$ cat config.mk
export PLATFORM = sky130hd
export DESIGN_NAME = tmr_mode_cfg
export DESIGN_NICKNAME = d
export VERILOG_FILES = /design/src/rtl/tmr_cfg_pkg.sv /design/src/rtl/tmr_channel.sv /design/src/rtl/tmr_mode_cfg.sv
export VERILOG_INCLUDE_DIRS = /design/src /design/src/rtl
export SDC_FILE = /design/constraint.sdc
export NUM_CORES = 1
export LEC_CHECK = 0
export BUFFER_PORTS_ARGS = -buffer_cell sky130_fd_sc_hd__clkbuf_2
export CORE_ASPECT_RATIO = 0.75
export CORE_MARGIN = 2
export CORE_UTILIZATION = 25
export DETAILED_ROUTE_END_ITERATION = 12
export HOLD_SLACK_MARGIN = 0.05
export PLACE_DENSITY_LB_ADDON = 0.1
export REMOVE_ABC_BUFFERS = 1
export SLEW_MARGIN = 10
export SYNTH_ARGS = -nofsm -noshare
export SYNTH_HDL_FRONTEND = slang
export SYNTH_SLANG_ARGS = --single-unit
export TNS_END_PERCENT = 30
$ cat constraint.sdc
create_clock -name aclk -period 2.1 [get_ports aclk]
set_input_delay 0 -clock aclk [delete_from_list [all_inputs] [get_ports aclk]]
set_output_delay 0 -clock aclk [all_outputs]
set_load 0.01 [all_outputs]
$ cat src/rtl/tmr_cfg_defines.svh
/*
 mode register offsets, field positions, reset values and codes for the two-channel timer mode block.
 assumes inclusion by bare name; definitions only.
*/
`ifndef TMR_CFG_DEFINES_SVH
`define TMR_CFG_DEFINES_SVH
`define CH0_MODE_OFFSET 8'h00
`define CH1_MODE_OFFSET 8'h04
`define CH_STATUS_OFFSET 8'h08
`define MODE_RESET 16'h0000
`define CKS_HI 15
`define CKS_LO 14
`define CCS_BIT 12
`define SPLIT_BIT 11
`define STS_HI 10
`define STS_LO 8
`define CIS_HI 7
`define CIS_LO 6
`define MD_HI 3
`define MD_LO 0
`define CH0_WMASK 16'hd7cf
`define CH1_WMASK 16'hdfcf
`define STS_SOFT 3'h0
`define STS_EDGE 3'h1
`define STS_BOTH 3'h2
`define STS_MASTER 3'h4
`define MD_INTERVAL 4'h0
`define MD_INTERVAL_IRQ 4'h1
`define MD_CAPTURE 4'h4
`define MD_CAPTURE_IRQ 4'h5
`define MD_EVENT 4'h6
`define MD_ONECOUNT 4'h8
`define MD_ONECOUNT_RETRIG 4'h9
`define MD_CAP_ONECOUNT 4'hc
`define AXI_OKAY 2'h0
`define AXI_SLVERR 2'h2
`endif

$ cat src/rtl/tmr_cfg_pkg.sv
/*
 types for the two-channel timer mode block.
 assumes the defines header for numeric values.
*/
package tmr_cfg_pkg;
  typedef enum logic [4:0] {
    OP_IDLE = 5'h01,
    OP_INTERVAL = 5'h02,
    OP_CAPTURE = 5'h04,
    OP_EVENT = 5'h08,
    OP_ONECOUNT = 5'h10
  } op_t;

  typedef struct packed {
    logic valid;
    op_t op;
    logic start_irq;
    logic retrig;
    logic capture;
  } decode_t;

  typedef struct packed {
    logic count_en;
    logic start_trig;
    logic capture_trig;
    logic start_irq;
    logic counting;
  } ch_out_t;
endpackage : tmr_cfg_pkg

$ cat src/rtl/tmr_channel.sv
/*
 one timer channel: count clock select, input edge detect, trigger select and mode decode.
 assumes prescaled clock enables and a pin input already synchronised to aclk.
*/
`timescale 1ns/1ps
`include "tmr_cfg_defines.svh"
module tmr_channel
  import tmr_cfg_pkg::*;
#(
  parameter int WIDTH = 16
)
(
  input wire logic aclk,
  input wire logic aresetn,
  input wire logic [15:0] mode,
  input wire logic [3:0] prescaled_en,
  input wire logic pin_sync,
  input wire logic sw_start,
  input wire logic sw_stop,
  input wire logic master_irq,
  output ch_out_t out,
  output logic [WIDTH-1:0] count
);
  function automatic decode_t decode_mode(input logic [15:0] m);
    decode_t d;
    d = '{valid: 1'b1, op: OP_IDLE, start_irq: 1'b0, retrig: 1'b0, capture: 1'b0};
    case (m[`MD_HI:`MD_LO])
      `MD_INTERVAL: d.op = OP_INTERVAL;
      `MD_INTERVAL_IRQ:
      begin
        d.op = OP_INTERVAL;
        d.start_irq = 1'b1;
      end
      `MD_CAPTURE:
      begin
        d.op = OP_CAPTURE;
        d.capture = 1'b1;
      end
      `MD_CAPTURE_IRQ:
      begin
        d.op = OP_CAPTURE;
        d.capture = 1'b1;
        d.start_irq = 1'b1;
      end
      `MD_EVENT: d.op = OP_EVENT;
      `MD_ONECOUNT: d.op = OP_ONECOUNT;
      `MD_ONECOUNT_RETRIG:
      begin
        d.op = OP_ONECOUNT;
        d.retrig = 1'b1;
      end
      `MD_CAP_ONECOUNT:
      begin
        d.op = OP_ONECOUNT;
        d.capture = 1'b1;
      end
      default: d.valid = 1'b0;
    endcase
    case (m[`STS_HI:`STS_LO])
      `STS_SOFT, `STS_EDGE, `STS_BOTH, `STS_MASTER: d.valid = d.valid;
      default: d.valid = 1'b0;
    endcase
    return d;
  endfunction : decode_mode

  typedef struct packed {
    logic pin_prev;
    logic counting;
    ch_out_t out;
    logic [WIDTH-1:0] count;
  } state_t;

  state_t s_q, s_d;
  decode_t dec;
  logic rise, fall, valid_edge, mck_en, tick, trig, start_ok;

  always_comb
  begin
    dec = decode_mode(mode);
    rise = pin_sync & ~s_q.pin_prev;
    fall = ~pin_sync & s_q.pin_prev;
    case (mode[`CIS_HI:`CIS_LO])
      2'h0: valid_edge = fall;
      2'h1: valid_edge = rise;
      default: valid_edge = rise | fall;
    endcase
    case (mode[`CKS_HI:`CKS_LO])
      2'h0: mck_en = prescaled_en[0];
      2'h1: mck_en = prescaled_en[2];
      2'h2: mck_en = prescaled_en[1];
      default: mck_en = prescaled_en[3];
    endcase
    tick = mode[`CCS_BIT] ? valid_edge : mck_en;
    case (mode[`STS_HI:`STS_LO])
      `STS_EDGE: trig = sw_start | valid_edge;
      `STS_BOTH: trig = sw_start | rise | fall;
      `STS_MASTER: trig = sw_start | master_irq;
      default: trig = sw_start;
    endcase
    // capture modes turn a trigger during counting into a capture, not a restart
    start_ok = trig & dec.valid & (~s_q.counting | (~dec.capture & ((dec.op != OP_ONECOUNT) | dec.retrig)));
    s_d = s_q;
    s_d.pin_prev = pin_sync;
    s_d.out.start_trig = start_ok;
    s_d.out.capture_trig = dec.valid & dec.capture & s_q.counting & trig & ~start_ok;
    s_d.out.start_irq = start_ok & ~s_q.counting & dec.start_irq;
    s_d.out.count_en = s_q.counting & tick;
    if (sw_stop || !dec.valid)
    begin
      s_d.counting = 1'b0;
    end
    else if (start_ok)
    begin
      s_d.counting = 1'b1;
      s_d.count = '0;
    end
    else if (s_q.counting && tick)
    begin
      s_d.count = s_q.count + 1'b1;
    end
    s_d.out.counting = s_d.counting;
  end

  always_ff @(posedge aclk)
  begin
    if (!aresetn)
      s_q <= '0;
    else
      s_q <= s_d;
  end

  assign out = s_q.out;
  assign count = s_q.count;

  AST_IDLE_ON_BAD: assert property (@(posedge aclk) disable iff (!aresetn)
    !dec.valid |=> !s_q.counting) else $error("counting on prohibited code");
  AST_SOFT_ONLY: assert property (@(posedge aclk) disable iff (!aresetn)
    (mode[`STS_HI:`STS_LO] == `STS_SOFT && !sw_start) |=> !out.start_trig) else $error("non-software start");
  AST_ONECOUNT_HOLD: assert property (@(posedge aclk) disable iff (!aresetn)
    (mode[`MD_HI:`MD_LO] == `MD_ONECOUNT && s_q.counting) |=> !out.start_trig) else $error("retrigger taken");
  AST_NO_IRQ_EVENT: assert property (@(posedge aclk) disable iff (!aresetn)
    mode[`MD_HI:`MD_LO] == `MD_EVENT |=> !out.start_irq) else $error("irq in event mode");
  AST_EXT_TICK: assert property (@(posedge aclk) disable iff (!aresetn)
    (mode[`CCS_BIT] && s_q.counting && !valid_edge && !sw_stop) |=> !out.count_en) else $error("tick without edge");
endmodule : tmr_channel

$ cat src/rtl/tmr_mode_cfg.sv
/*
 two-channel timer mode configuration with an AXI4-Lite register slave.
 assumes prescaled clock enables are one-cycle pulses on aclk; pins are asynchronous.
*/
// The register offsets and the AXI4-Lite interface to the registers are this design's own decisions.
// Function
// - bits 15-14 pick prescaled clock 0, 2, 1 or 3 for codes 00, 01, 10, 11.
// - channel 0 bit 12 picks master clock at 0 and input pin valid edges at 1.
// - trigger code 000 allows only the software start.
// - trigger code 001 uses the selected pin edge as start and capture trigger.
// - trigger code 010 uses both pin edges as start and capture trigger.
// - trigger code 100 uses the master channel interrupt as trigger.
// - bits 7-6 pick falling, rising, both (low width), both (high width) edges.
// - mode 0000 is interval without start interrupt, 0001 interval with it.
// - mode 0100 is capture without start interrupt, 0101 capture with it.
// - mode 0110 is event counting with no start interrupt.
// - mode 1000 is one-count ignoring restarts, 1001 one-count honouring them.
// - mode 1100 is capture and one-count, no start interrupt, restarts ignored.
// - channel 1 bit 12 at 1 counts on its own pin valid edges.
// - channel 1 bit 11 picks one 16-bit counter at 0, 8-bit counters at 1; here bit 11 only zeroes the high byte of ch1_count.
`timescale 1ns/1ps
`include "tmr_cfg_defines.svh"
module tmr_mode_cfg
  import tmr_cfg_pkg::*;
(
  input wire logic aclk,
  input wire logic aresetn,
  input wire logic [31:0] s_axi_awaddr,
  input wire logic s_axi_awvalid,
  output logic s_axi_awready,
  input wire logic [31:0] s_axi_wdata,
  input wire logic [3:0] s_axi_wstrb,
  input wire logic s_axi_wvalid,
  output logic s_axi_wready,
  output logic [1:0] s_axi_bresp,
  output logic s_axi_bvalid,
  input wire logic s_axi_bready,
  input wire logic [31:0] s_axi_araddr,
  input wire logic s_axi_arvalid,
  output logic s_axi_arready,
  output logic [31:0] s_axi_rdata,
  output logic [1:0] s_axi_rresp,
  output logic s_axi_rvalid,
  input wire logic s_axi_rready,
  input wire logic [3:0] prescaled_en,
  input wire logic ch0_external_input,
  input wire logic ch1_external_input,
  input wire logic [1:0] sw_start,
  input wire logic [1:0] sw_stop,
  output ch_out_t ch0_status,
  output ch_out_t ch1_status,
  output logic [15:0] ch0_count,
  output logic [15:0] ch1_count
);
  typedef struct packed {
    logic [1:0] sync0;
    logic [1:0] sync1;
    logic [15:0] channel0_mode;
    logic [15:0] channel1_mode;
    logic aw_held;
    logic [7:0] aw_addr;
    logic w_held;
    logic [31:0] w_data;
    logic [3:0] w_strb;
    logic bvalid;
    logic [1:0] bresp;
    logic rvalid;
    logic [31:0] rdata;
    logic [1:0] rresp;
  } state_t;

  state_t s_q, s_d;
  ch_out_t st0, st1;
  logic [15:0] cnt0, cnt1, ch1_mode_eff;

  function automatic logic [15:0] merge(input logic [15:0] old, input logic [31:0] d,
                                        input logic [3:0] strb, input logic [15:0] wmask);
    logic [15:0] v;
    v = old;
    if (strb[0])
      v[7:0] = d[7:0];
    if (strb[1])
      v[15:8] = d[15:8];
    return v & wmask;
  endfunction : merge

  tmr_channel #(.WIDTH(16)) u_ch0 (
    .aclk(aclk),
    .aresetn(aresetn),
    .mode(s_q.channel0_mode),
    .prescaled_en(prescaled_en),
    .pin_sync(s_q.sync0[1]),
    .sw_start(sw_start[0]),
    .sw_stop(sw_stop[0]),
    .master_irq(1'b0),
    .out(st0),
    .count(cnt0)
  );

  // channel 1 slaves off channel 0 start interrupt
  tmr_channel #(.WIDTH(16)) u_ch1 (
    .aclk(aclk),
    .aresetn(aresetn),
    .mode(ch1_mode_eff),
    .prescaled_en(prescaled_en),
    .pin_sync(s_q.sync1[1]),
    .sw_start(sw_start[1]),
    .sw_stop(sw_stop[1]),
    .master_irq(st0.start_irq),
    .out(st1),
    .count(cnt1)
  );

  always_comb
  begin
    ch1_mode_eff = s_q.channel1_mode;
    s_d = s_q;
    s_d.sync0 = {s_q.sync0[0], ch0_external_input};
    s_d.sync1 = {s_q.sync1[0], ch1_external_input};
    if (s_axi_awvalid && !s_q.aw_held)
    begin
      s_d.aw_held = 1'b1;
      s_d.aw_addr = s_axi_awaddr[7:0];
    end
    if (s_axi_wvalid && !s_q.w_held)
    begin
      s_d.w_held = 1'b1;
      s_d.w_data = s_axi_wdata;
      s_d.w_strb = s_axi_wstrb;
    end
    if (s_q.aw_held && s_q.w_held && !s_q.bvalid)
    begin
      s_d.aw_held = 1'b0;
      s_d.w_held = 1'b0;
      s_d.bvalid = 1'b1;
      s_d.bresp = `AXI_OKAY;
      case (s_q.aw_addr)
        `CH0_MODE_OFFSET: s_d.channel0_mode = merge(s_q.channel0_mode, s_q.w_data, s_q.w_strb, `CH0_WMASK);
        `CH1_MODE_OFFSET: s_d.channel1_mode = merge(s_q.channel1_mode, s_q.w_data, s_q.w_strb, `CH1_WMASK);
        `CH_STATUS_OFFSET: s_d.bresp = `AXI_OKAY;
        default: s_d.bresp = `AXI_SLVERR;
      endcase
    end
    if (s_q.bvalid && s_axi_bready)
      s_d.bvalid = 1'b0;
    if (s_axi_arvalid && !s_q.rvalid)
    begin
      s_d.rvalid = 1'b1;
      s_d.rresp = `AXI_OKAY;
      case (s_axi_araddr[7:0])
        `CH0_MODE_OFFSET: s_d.rdata = {16'h0000, s_q.channel0_mode};
        `CH1_MODE_OFFSET: s_d.rdata = {16'h0000, s_q.channel1_mode};
        `CH_STATUS_OFFSET: s_d.rdata = {22'h000000, s_q.channel1_mode[`SPLIT_BIT], st1.counting, st0.counting,
                                        s_q.sync1[1], s_q.sync0[1], 5'h00};
        default:
        begin
          s_d.rdata = 32'h00000000;
          s_d.rresp = `AXI_SLVERR;
        end
      endcase
    end
    else if (s_q.rvalid && s_axi_rready)
    begin
      s_d.rvalid = 1'b0;
    end
  end

  always_ff @(posedge aclk)
  begin
    if (!aresetn)
    begin
      s_q <= '0;
      s_q.channel0_mode <= `MODE_RESET;
      s_q.channel1_mode <= `MODE_RESET;
    end
    else
    begin
      s_q <= s_d;
    end
  end

  assign s_axi_awready = !s_q.aw_held;
  assign s_axi_wready = !s_q.w_held;
  assign s_axi_bvalid = s_q.bvalid;
  assign s_axi_bresp = s_q.bresp;
  assign s_axi_arready = !s_q.rvalid;
  assign s_axi_rvalid = s_q.rvalid;
  assign s_axi_rdata = s_q.rdata;
  assign s_axi_rresp = s_q.rresp;
  assign ch0_status = st0;
  assign ch1_status = st1;
  assign ch0_count = cnt0;
  // split mode: only the low 8 bits of the one 16-bit counter reach ch1_count, high byte forced to zero
  assign ch1_count = s_q.channel1_mode[`SPLIT_BIT] ? {cnt1[15:8], cnt1[7:0]} & 16'h00ff : cnt1;

  AST_CH0_BIT11_ZERO: assert property (@(posedge aclk) disable iff (!aresetn)
    !s_q.channel0_mode[`SPLIT_BIT]) else $error("channel 0 bit 11 set");
  AST_SPLIT_HIGH_ZERO: assert property (@(posedge aclk) disable iff (!aresetn)
    s_q.channel1_mode[`SPLIT_BIT] |-> ch1_count[15:8] == 8'h00) else $error("split high byte nonzero");
  AST_B_AFTER_AW: assert property (@(posedge aclk) disable iff (!aresetn)
    (s_q.aw_held && s_q.w_held && !s_q.bvalid) |=> s_axi_bvalid) else $error("write response late");
endmodule : tmr_mode_cfg

==> metrics list, run 1 <==
- Result of the run: finished with violations
- Failing checks: negative setup slack
* Post-layout min period: 2.116 ns
* Hold Violations, Final: 0
* Required time of the worst setup path: between 2 and 2.5 ns
- Dividing the detail-routed wire length by the instance count gives 14.82 µm.
- Total CTS buffers: 17
- After clock tree synthesis, the clock-pin slew on the worst setup and hold paths is around 0.060 ns.
- For this run, the total global-route usage over all layers was measured as 0.1447.
- Effective utilization at floorplan: 0.2526
- Kind of start point of the critical path: register
* Overall die height: 135.7 µm
- Among all flip-flop cells after synthesis, the most frequent one is dfxtp_1.
- Share of layout cells above drive strength 1: 0.3049
- Post-synthesis cell type count: 71
- Counting cells, the worst reg-to-reg path comes to 9.
* Final nets: 966
* Category of the most critical setup path: reg2reg
- Of the available clock period, the critical path in the final layout requires 1.008.
- Compared with the post-synthesis result, the final layout area differs by 34.89%.
- After synthesis the netlist holds a flip-flop and latch count of 116.
* Number of violations reported at the end of detailed-routing iteration 0: 252
- Once routing completed, OpenROAD measured the worst setup slack at -0.01593 ns.
- The worst register-to-register path ends at u_ch1.count[11]$_SDFFE_PN0P_.
- Summed over all nets, the half-perimeter wirelength after detailed placement is 12,700 µm.
- The cell sitting at the root of the clock tree is a clkbuf_16.
* Most instantiated cells after synthesis: dfxtp_1 (116), nand2_1 (89), nor2_1 (71), buf_4 (70), a21oi_1 (45)
- Across the run, the number of max-cap violations was 0.
- Overflow after GRT: 0
* CTS Sinks: 116
- 0 antenna diodes ended up in the layout.
* RePlAce Congestion: around 0.75
- Power density of the placed cells: 746.4 nW/µm²
* Max-slew headroom at the worst pin: 0.6405
* Warnings, synthesis: 0
- Using the TritonRoute via totals, the vias-per-cell ratio works out to 4.546.
- Clock latency on the worst-skew pair, taken at its later pin, is 0.42 ns.
- In this run the worst hold path is classified as in2reg.
- Setup Viol. Count Final: 1
* Beginning of the critical path: u_ch1.s_q[22]$_SDFF_PN0_
- TritonCTS clock tree: done
- Total number of vias: 5,255
- Clock tree buffer depth: 2
- Cell type with the largest total area after synthesis: dfxtp_1
- For this run, the share of the core covered by cells in the final layout is 0.3408.
- Die ar.: 24,370 µm²
* Final Max Slew Viols: 0
* Overall power consumption: 5.820 mW
* Maximum clock skew at final layout: 0.01118 ns
- The synthesized netlist occupies a cell area of about 5800 µm².
* Maximum ir drop on the vdd rail: 0.5592 mV
- RSZ-0062 raised after global routing: true
- By area the synthesized netlist is led by dfxtp_1 (40%), buf_4 (9.1%), nand2_1 (5.8%).
* Share of the yosys chip area belonging to registers: 0.4017
* Worst Tran Pin Value: 0.5379 ns
- The worst register-to-register path begins at u_ch1.s_q[22]$_SDFF_PN0_.
- PortBufs: 110
- Sum of routed wire length over all layers: 17,140 µm
* Antenna violations before repair: 1
- For this run, the detailed router's first-pass iteration total came to 4.
- Largest driver fanout on the critical path: 8
- Of the post-synthesis cell area, the dominant cell type holds 0.4017.
- The core region is 22,880 µm².
* Kind of end point of the critical path: register
* Number of antenna-violating nets in the routed design: 0
- Reg2reg setup slack: -0.02 ns
* LEAKAGE: 3.263 nW
- Based on the critical path, the design can be clocked at up to 472.6 MHz.
* Cell count after synthesis: ~700
- 200 I/O pins were placed.
- The number of global-route vias before repair is 5,224.
- Fraction of registers with async set/reset: 0
- The first global-routing pass estimated ~28,000 µm of wire.
* Mean Syn Cell Area: 8.365 µm²
* EDFF count, synth: 0
- The die is approximately 180 µm wide.
- Maximum number of pins on one net before global-route repair: 46
* Placement row count: 48
- Fillers: 2,434
- For this run, design rule violations remaining after detail routing come to 0.
* Placement Setup Slack: -0.1217 ns
* Worst setup path endpoint: u_ch1.count[11]$_SDFFE_PN0P_
* Crit path DAT: around 2.5 ns
- Most frequently used cell type in the post-synthesis netlist: dfxtp_1
* H-Tree Level Count: 4
-- through the flow --
step / hold slack (ns) / instance area, µm² / cells / TNS [ns]
floorplan: 0.09902 / 5204 / 612 / -0.3954
global placement: 0.1836 / 6615 / 1085 / -0.2010
detailed placement: 0.1945 / 6615 / 1085 / -1.123
CTS: 0.05281 / 7644 / 1153 / -0.02895
global route: 0.1280 / 7797 / 1156 / -1.302
finish: 0.07537 / 7797 / 1156 / -0.01593
-- report_power, final --
part / switching [mW] / leakage (nW) / internal, mW
registers: 0.0380 / 0.945 / 2.25
clock network: 1.08 / 0.302 / 2.02
logic: 0.237 / 2.02 / 0.193
-- sequential cells by signal (all words and copies together) (netlist names) --
name,count
u_ch0.count,16
u_ch0.s_q,2
s_axi_bresp,1
s_axi_rvalid,1
s_axi_rdata,14
u_ch1.out,4
s_axi_rresp,1
s_q,39
ch1_mode_eff,13
u_ch0.out,4
s_d,2
s_axi_bvalid,1
u_ch1.count,16
u_ch1.s_q,2
-- cells by family (layout without fill, tap and decap cells) --
logic type / after synthesis / count (layout) / share of synthesized area
simple gates: 284 / 284 / 0.2390
mux: 36 / 36 / 0.06840
other cells: 1 / 20 / 0.0006487
compound gates: 120 / 120 / 0.1377
flops: 116 / 116 / 0.4017
buf+inv: 119 / 265 / 0.1258
fa+ha+maj: 7 / 7 / 0.01472
xor+xnor: 8 / 8 / 0.01212
-- worst min path at each step --
stage	from	cells past startpoint	slack, ns	to
after floorplan	s_axi_rready	1	0.1	s_axi_rvalid$_SDFFE_PN0P_
after global placement	s_axi_rready	2	0.18	s_axi_rvalid$_SDFFE_PN0P_
after detailed placement	s_axi_rready	2	0.19	s_axi_rvalid$_SDFFE_PN0P_
after CTS	s_axi_araddr[0]	6	0.05	s_axi_rdata[5]$_SDFFE_PN0P_
after global routing	s_axi_arvalid	4	0.13	s_axi_rdata[11]$_SDFFE_PN0P_
final	s_axi_araddr[0]	6	0.08	s_axi_rdata[5]$_SDFFE_PN0P_
-- layer usage --
metal  track usage  wire length [µm]  vias up
met2        0.2120              7356      124
met5             0                 0        -
met3       0.04032               823       12
li1              -                 -     2612
met1        0.2038              8837     2507
met4       0.04788               118        0
-- layout by cell type (no fill, tap or decap), types with 10 or more instances in the layout --
| master | n |
|---|---|
| a22oi_1 | 12 |
| nor3_1 | 10 |
| o21ai_1 | 10 |
| nor2_1 | 70 |
| dfxtp_1 | 109 |
| nand4_1 | 12 |
| a21oi_1 | 43 |
| nand3_1 | 24 |
| mux2i_1 | 26 |
| conb_1 | 20 |
| clkbuf_2 | 110 |
| dlygate4sd3_1 | 36 |
| inv_1 | 17 |
| o21ai_0 | 10 |
| nand2_1 | 85 |
| clkbuf_16 | 17 |
| buf_4 | 63 |
-- timing repair --
item                       4_1_cts  5_1_grt
pin swaps                        7       22
setup endpoints to repair       21       34
hold endpoints to repair        32        0
resized for setup               13       32
buffers inserted                 1        3
hold buffers                    36        0
-- critical path: stages, from the launching register on --
cell and delay [ns]:
dfxtp_4 0.36, inv_2 0.03, ha_2 0.17, or2_1 0.20, a311o_1 0.34, o21ai_2 0.19, o2111ai_1 0.14, buf_4 0.19
or3_4 0.34, o221ai_2 0.07
-- area by class of cell --
cell class              count  area, µm²  share of cell area
clock buffers              21      450.4             0.05777
clock inverters            11      176.4             0.02263
inverters                  21      78.83             0.01011
multi-input cells         475       2954              0.3789
flip-flops and latches    116       2336              0.2996
well taps                 300      375.4             0.04814
repair buffers            212       1426              0.1829
Note: power is estimated with default switching activity, not from simulation.
==> run 2: changes to the inputs <==
--- a/config.mk
+++ b/config.mk
@@ -8,2 +8,3 @@
 export LEC_CHECK = 0
+export ABC_AREA = 1
 export BUFFER_PORTS_ARGS = -buffer_cell sky130_fd_sc_hd__clkbuf_2
--- a/constraint.sdc
+++ b/constraint.sdc
@@ -3,2 +3,2 @@
 set_output_delay 0 -clock aclk [all_outputs]
-set_load 0.01 [all_outputs]
+set_load 0.02 [all_outputs]
==> metrics list, run 2 <==
- Result of the run: complete, no violations
* Share of the clock period used by the worst path: 0.8778 (-0.1298)
* Post-synthesis cell type count: 36 (-49%)
- Number of global-route vias before repair: 5,461 (+4.5%)
- EDFF count, synth: 0 (unchanged)
- TritonCTS clock tree: done
* PortBufs: 110 (unchanged)
- The initial core utilization came to 0.2545 (+0.001849).
- Summed over all instances, the cell type with the most area after synthesis is dfxtp_1.
- Maximum ir drop on the vdd rail: 0.5255 mV (-6.0%)
- The iteration count of the initial detailed-routing pass is 4 (unchanged).
* H-Tree Level Count: 4 (unchanged)
* Cell count after synthesis: 867 (+25%)
* Number of violations reported at the end of detailed-routing iteration 0: 288 (+14%)
- The data required time at the worst endpoint is 2.44 ns (about the same).
- Overall power consumption: 6.109 mW (+5.0%)
- Internal power summed over all cells: 4.588 mW (+2.8%)
* Setup Buffers After CTS: 0 (-1)
* Max-slew headroom at the worst pin: 0.6178 (-0.02271)
- The largest net degree at the start of global routing is 43 (-6.5%).
* Category of the most critical setup path: reg2reg
- CTS Root Buffer Type: clkbuf_16
- The final worst setup slack is 0.2566 ns (+0.2725 ns).
- The number of placed cells counting well taps was 1,214 (+12%).
* Post-place instance area: 6506 µm² (-1.6%)
- Power density of the placed cells: 808.6 nW/µm² (+8.3%)
* Most common cell after layout, fill and taps aside: nand2_1
- STA classifies the critical path endpoint as a register.
- The number of vias in the routed layout was 5,580 (+6.2%).
* Reported max-cap violation count: 0 (unchanged)
* Antenna violations before repair: 0 (-1)
* Seq pwr share: 0.377 (-0.015)
* I/O pin count: 200 (unchanged)
- The standard-cell row count is 49 (+2.1%).
- Logic pwr share: 0.077 (+0.003)
* Clk Latency, worst-skew pair: 0.42 ns (about the same)
- The number of slew-limit violations in the final report was 0 (unchanged).
- The post-place setup slack was 0.1720 ns (+0.2937 ns).
- Most frequently used cell type in the post-synthesis netlist: nand2_1
- Number of synthesized register bits: 116 (unchanged)
* Post-layout min period: 1.843 ns (-0.2725 ns)
- Post-route design area: 7555 µm² (-3.1%)
* Clock network power share: 0.546 (+0.012)
- The mean instance size in the synthesized netlist is 7.018 µm² (-16%).
* Fraction of post-synthesis cell area in the top cell type by area: 0.3817 (-0.02007)
* Placeable core region: 23,910 µm² (+4.5%)
- The die area is 25,610 µm² (+5.1%).
* Utilization after layout: 0.3160 (-0.02481)
- The count of warnings emitted by yosys is 0 (unchanged).
- RePlAce Congestion: 0.8134 (+9.0%)
* Overflow after GRT: 0 (unchanged)
- The worst-case clock buffer depth is 2 (unchanged).
- The min-delay analysis places its worst path in the category in2reg.
- Avg WL per Cell: 14.11 µm (-4.8%)
- The overall global routing resource usage was 0.1451 (+0.0003758).
- More flip-flops sit in one register than any other, and that register is s_q.
* Synth Cell Area: 6085 µm² (+5.3%)
- Worst Tran Pin Value: 0.5697 ns (+0.03185 ns)
- Setup Viol. Count Final: 0 (-1)
- The most used flip-flop cell after synthesis is dfxtp_1.
- Via/cell ratio: 4.349 (-4.3%)
- The switching power as a share of total power is 0.2490 (+0.01597).
* Placed wire-length estimate: 13,270 µm (+4.5%)
- The maximum net fanout on the critical path came to 10 (+2).
- The global-route wire length before repair is 29,150 µm (+4.7%).
* Final cell count without fillers: 1,283 (+11%)
- CTS Sinks: 116 (unchanged)
- The highest achievable clock rate was 542.5 MHz (+15%).
- Fraction of registers with async set/reset: 0 (unchanged)
* Hold Violations, Final: 0 (unchanged)
- The data arrival time of the critical path was 2.19 ns (-0.27 ns).
* Final nets: 1,087 (+13%)
- The number of diodes added for antenna fixing is 0 (unchanged).
- Maximum clock skew at final layout: 0.01073 ns (-0.0004507 ns)
- Overall die height: 139.1 µm (+2.5%)
- The switching power came to 1.521 mW (+12%).
- Setup repair after global routing left no endpoint under its margin.
- Signed area change from the synthesized netlist to the final layout: 24.16%
- The remaining routing DRC violations was 0 (unchanged).
* Clock-pin slew on the worst setup and hold paths: 0.06 ns (about the same)
- The worst setup path is launched from a register.
- Share of layout cells above drive strength 1: 0.1873 (-0.1176)
- The wire length after detailed routing is 18,110 µm (+5.7%).
- Sum Neg Setup Slack: 0 ns (+0.01593 ns)
- Commonest cells after routing, fill and taps aside: nand2_1 (139), dfxtp_1 (116), nor2_1 (115)
- Top area cells in the synthesized netlist: dfxtp_1 (38%), buf_4 (9.3%), nand2_1 (8.6%)
* LEAKAGE: 3.229 nW (-1.1%)
- The CTS buffer count is 17 (unchanged).
* Number of flip-flops under the largest register name: 39 (unchanged)
- Most instantiated cells after synthesis: nand2_1 (139), dfxtp_1 (116), nor2_1 (115), a21oi_1 (82), inv_1 (82)
* Horizontal extent of the die: 184.1 µm (+2.5%)
* Number of antenna-violating nets in the routed design: 0 (unchanged)
- Worst hold slack: 0.05570 ns (-0.01967 ns)
- The portion of the post-synthesis area used by sequential elements was 0.3817 (-0.02007).
## run 2: cell types whose count changed after synthesis, sizes merged, moves of 31 or more
cell,change
inv,+73
nand2,+53
nor2,+47
o21ai,+38
a21oi,+36
nand3,+31
## run 2: cell families after synthesis
group           count (synthesis)  synth area share
xor+xnor                       24           0.03455
compound gates                157            0.1345
buf+inv                       199            0.1736
flops                         116            0.3817
other cells                     1         0.0006163
fa+ha+maj                       6           0.01234
simple gates                  364            0.2628
## run 2: worst max-delay path: stages, from the launching register on
cell and delay (ns):
dfxtp_1 0.41, inv_1 0.06, ha_1 0.19, nor2_1 0.09, nand2_1 0.07, nand3_1 0.07
nand2_1 0.05, inv_1 0.05, nand2_1 0.16, nand3_2 0.17, buf_4 0.20, nand4_1 0.10
a21oi_1 0.15
## run 2: path summary, 6_finish.rpt
check | to | depth (start not counted) | start | slack, ns
hold / removal | s_axi_rdata[5]$_SDFFE_PN0P_ | 6 | s_axi_araddr[0] | 0.06
setup reg to reg | u_ch0.count[9]$_SDFFE_PN0P_ | 12 | s_q[119]$_SDFF_PN0_ | 0.26
setup / recovery | u_ch0.count[9]$_SDFFE_PN0P_ | 12 | s_q[119]$_SDFF_PN0_ | 0.26
hold reg to reg | s_q[119]$_SDFF_PN0_ | 2 | s_d[119]$_SDFF_PN0_ | 0.41
## run 2: cell type report
class                           count  area [µm²]
Fill cell                        2681       16360
Multi-Input combinational cell    571        2791
Sequential cell                   116        2322
Timing Repair Buffer              162        1033
Clock buffer                       18       439.2
Tap cell                          306       382.9
Inverter                           96       360.3
Clock inverter                     14       225.2
## run 2: per-layer routing
layer  global-route usage  share of wire
met4              0.03537         0.0047
met3              0.03256          0.038
met2               0.2153           0.42
met5                    0              0
met1               0.2115           0.54
## run 2: power by group through the flow
stage	logic [mW]	clock network [mW]	registers, mW
6_report	0.473	3.33	2.30
5_1_grt	0.539	3.51	2.31
4_1_cts	0.482	3.41	2.30
3_5_place_dp	0.430	0	2.35
3_3_place_gp	0.429	0	2.35
2_1_floorplan	0.226	0	2.35
## run 2: repair_timing
item	in CTS	in global routing
hold buffers	37	0
endpoints found under the setup margin	0	14
resized for setup	0	2
hold endpoints to repair	36	0
==> run 3: changes to the inputs <==
- REMOVE_ABC_BUFFERS: 1 -> default
==> metrics list, run 3 (same netlist as run 2, synthesis figures left out) <==
- Maximum number of pins on one net before global-route repair: 46 (+7.0%)
* Reg2reg setup slack: 0.31 ns (+0.05 ns)
- The global-route wire length before repair came to 28,920 µm (-0.78%).
- The critical path is of the in2reg type.
* Required time of the worst setup path: 2.39 ns (-0.05 ns)
* CTS Sinks: 116 (unchanged)
* Min-delay worst type: in2reg
* TritonCTS clock tree: done
* Overall power consumption: 5.693 mW (-6.8%)
* Sum Neg Setup Slack: 0 ns (unchanged)
* Overflow after GRT: 0 (unchanged)
* Power density of the placed cells: 759.3 nW/µm² (-6.1%)
- RePlAce Congestion: 0.7846 (-3.5%)
* Total number of vias: 5,493 (-1.6%)
- Kind of end point of the critical path: register
- Register with the highest flop count: s_q
- The number of slew-limit violations in the final report came to 0 (unchanged).
* Total CTS buffers: 17 (unchanged)
- The hold violation total from the final report is 0 (unchanged).
- RSZ-0062 raised after global routing: false
* Final nets: 1,087 (unchanged)
* Avg WL per Cell: 13.95 µm (-1.2%)
- H-Tree Level Count: 4 (unchanged)
- The final standard cell count with taps included and fillers excluded was 1,283 (unchanged).
- Kind of start point of the critical path: input pin
* Clock-pin slew on the worst setup and hold paths: 0.06 ns (about the same)
* Maximum ir drop on the vdd rail: 0.4911 mV (-6.5%)
- Reported max-cap violation count: 0 (unchanged)
- Worst r2r src: s_q[119]$_SDFF_PN0_
- The fraction of the cycle the final worst path needs was 0.8574 (-0.02039).
- Total routing resource utilization after global routing: 0.1443 (-0.0007799)
- Clk Latency, worst-skew pair: 0.41 ns (about the same)
* Signed area change from the synthesized netlist to the final layout: 23.24%
- The slew of the pin with the lowest slew margin was 0.5146 ns (-0.05510 ns).
- The fraction of final layout cells with drive strength greater than 1 is 0.1855 (-0.001857).
- The maximum net fanout on the critical path was 2 (-8).
- The iteration-0 DRC count of the detailed router came to 330 (+15%).
* Setup Viol. Count Final: 0 (unchanged)
- The buffers inserted during post-CTS setup optimization came to 0 (unchanged).
* Horizontal extent of the die: 184.1 µm (unchanged)
- Number of flip-flops under the largest register name: 39 (unchanged)
* I/O pin count: 200 (unchanged)
* LEAKAGE: 3.185 nW (-1.3%)
- The number of buffer cells added on primary ports was 110 (unchanged).
- Post-layout min period: 1.801 ns (-0.04281 ns)
- Most common cell after layout, fill and taps aside: nand2_1
- DRT Pass-1 Iters: 6 (+2)
* Result of the run: complete, no violations
- Via/cell ratio: 4.281 (-1.6%)
- Max-slew headroom at the worst pin: 0.6565 (+0.03870)
* Die ar.: 25,610 µm² (unchanged)
- Maximum clock skew at final layout: 0.007790 ns (-0.002935 ns)
* Crit path DAT: 2.09 ns (-0.10 ns)
- The placeable core region is 23,910 µm² (unchanged).
- The remaining routing DRC violations came to 0 (unchanged).
- The number of nets with antenna violations after detailed routing was 0 (unchanged).
- Antenna violations before repair: 1 (+1)
- Tracing the worst setup path back leads to its startpoint at s_axi_araddr[2].
* Number of cells on the worst reg-to-reg path: 12 (unchanged)
- Worst setup path endpoint: s_axi_rresp[1]$_SDFFE_PN0P_
* Sum of routed wire length over all layers: 17,890 µm (-1.2%)
- Placement row count: 49 (unchanged)
* Placed wire-length estimate: 12,960 µm (-2.3%)
- Critical R2R Capture: u_ch0.count[14]$_SDFFE_PN0P_
* CTS Root Buffer Type: clkbuf_16
* Cell count after placement: 1,214 (unchanged)
- Overall die height: 139.1 µm (unchanged)
- Clock tree buffer depth: 2 (unchanged)
- Effective utilization at floorplan: 0.2545 (unchanged)
- The library cells used most frequently in the layout, excluding fill and tap cells, are nand2_1 (139), dfxtp_1 (116), nor2_1 (115).
* Number of global-route vias before repair: 5,261 (-3.7%)
- Fmax: 555.4 MHz (+2.4%)
[run 3: how the worst min path moves through the flow]
stage / start / endpoint / slack, ns / cells after the start
floorplan: ch1_external_input / s_d[117]$_SDFF_PN0_ / 0.1 / 2
global route: s_axi_araddr[5] / s_axi_rdata[5]$_SDFFE_PN0P_ / 0.13 / 6
detailed placement: ch1_external_input / s_d[117]$_SDFF_PN0_ / 0.19 / 3
CTS: aresetn / u_ch0.s_q[21]$_SDFFE_PP0N_ / 0.06 / 3
global placement: ch0_external_input / s_d[119]$_SDFF_PN0_ / 0.19 / 3
finish: s_axi_araddr[4] / s_axi_rdata[5]$_SDFFE_PN0P_ / 0.07 / 6
[run 3: per-stage QoR]
| step | area [µm²] | hold WS, ns | utilization | worst slack [ns] |
|---|---|---|---|---|
| global placement | 6531 | 0.1910 | 0.2732 | 0.1930 |
| finish | 7498 | 0.06514 | 0.3136 | 0.2994 |
| global route | 7498 | 0.1256 | 0.3136 | 0.1267 |
| detailed placement | 6531 | 0.1921 | 0.2732 | 0.1824 |
| floorplan | 6156 | 0.09763 | - | 0.5736 |
| CTS | 7487 | 0.05679 | 0.3131 | 0.1736 |
[run 3: final cells by class]
class	count	area, µm²
tap	306	382.9
multi-input combinational	571	2786
inverter	96	360.3
antenna	1	2.502
clock buffer	19	452.9
clock inverter	12	132.6
fill	2652	16410
sequential	116	2322
timing repair buffer	162	1059
[run 3: worst max-delay path: stages]
cell	delay, ns
dlygate4sd3_1	0.53
clkbuf_2	0.11
inv_1	0.06
nand3_1	0.08
dlygate4sd3_1	0.58
a21oi_1	0.12
dlygate4sd3_1	0.55
a21oi_1	0.05
[run 3: where the power goes]
part / internal (mW) / leakage, nW / switching (mW) / total, mW
clock network: 1.80 / 0.269 / 1.11 / 2.91
registers: 2.26 / 0.943 / 0.0438 / 2.31
logic: 0.174 / 1.97 / 0.304 / 0.478
total: 4.24 / 3.19 / 1.46 / 5.69
[run 3: timing repair]
item | 4_1_cts | 5_1_grt
hold buffers | 37 | 0
resized for setup | 0 | 1
setup endpoints to repair | 0 | 15
endpoints found under the hold margin | 46 | 0
[run 3: routing by layer]
| layer | GRT usage | share of wire |
|---|---|---|
| met1 | 0.2215 | 0.56 |
| met5 | 0 | 0 |
| met2 | 0.1936 | 0.38 |
| met4 | 0.04505 | 0.012 |
| met3 | 0.03519 | 0.051 |
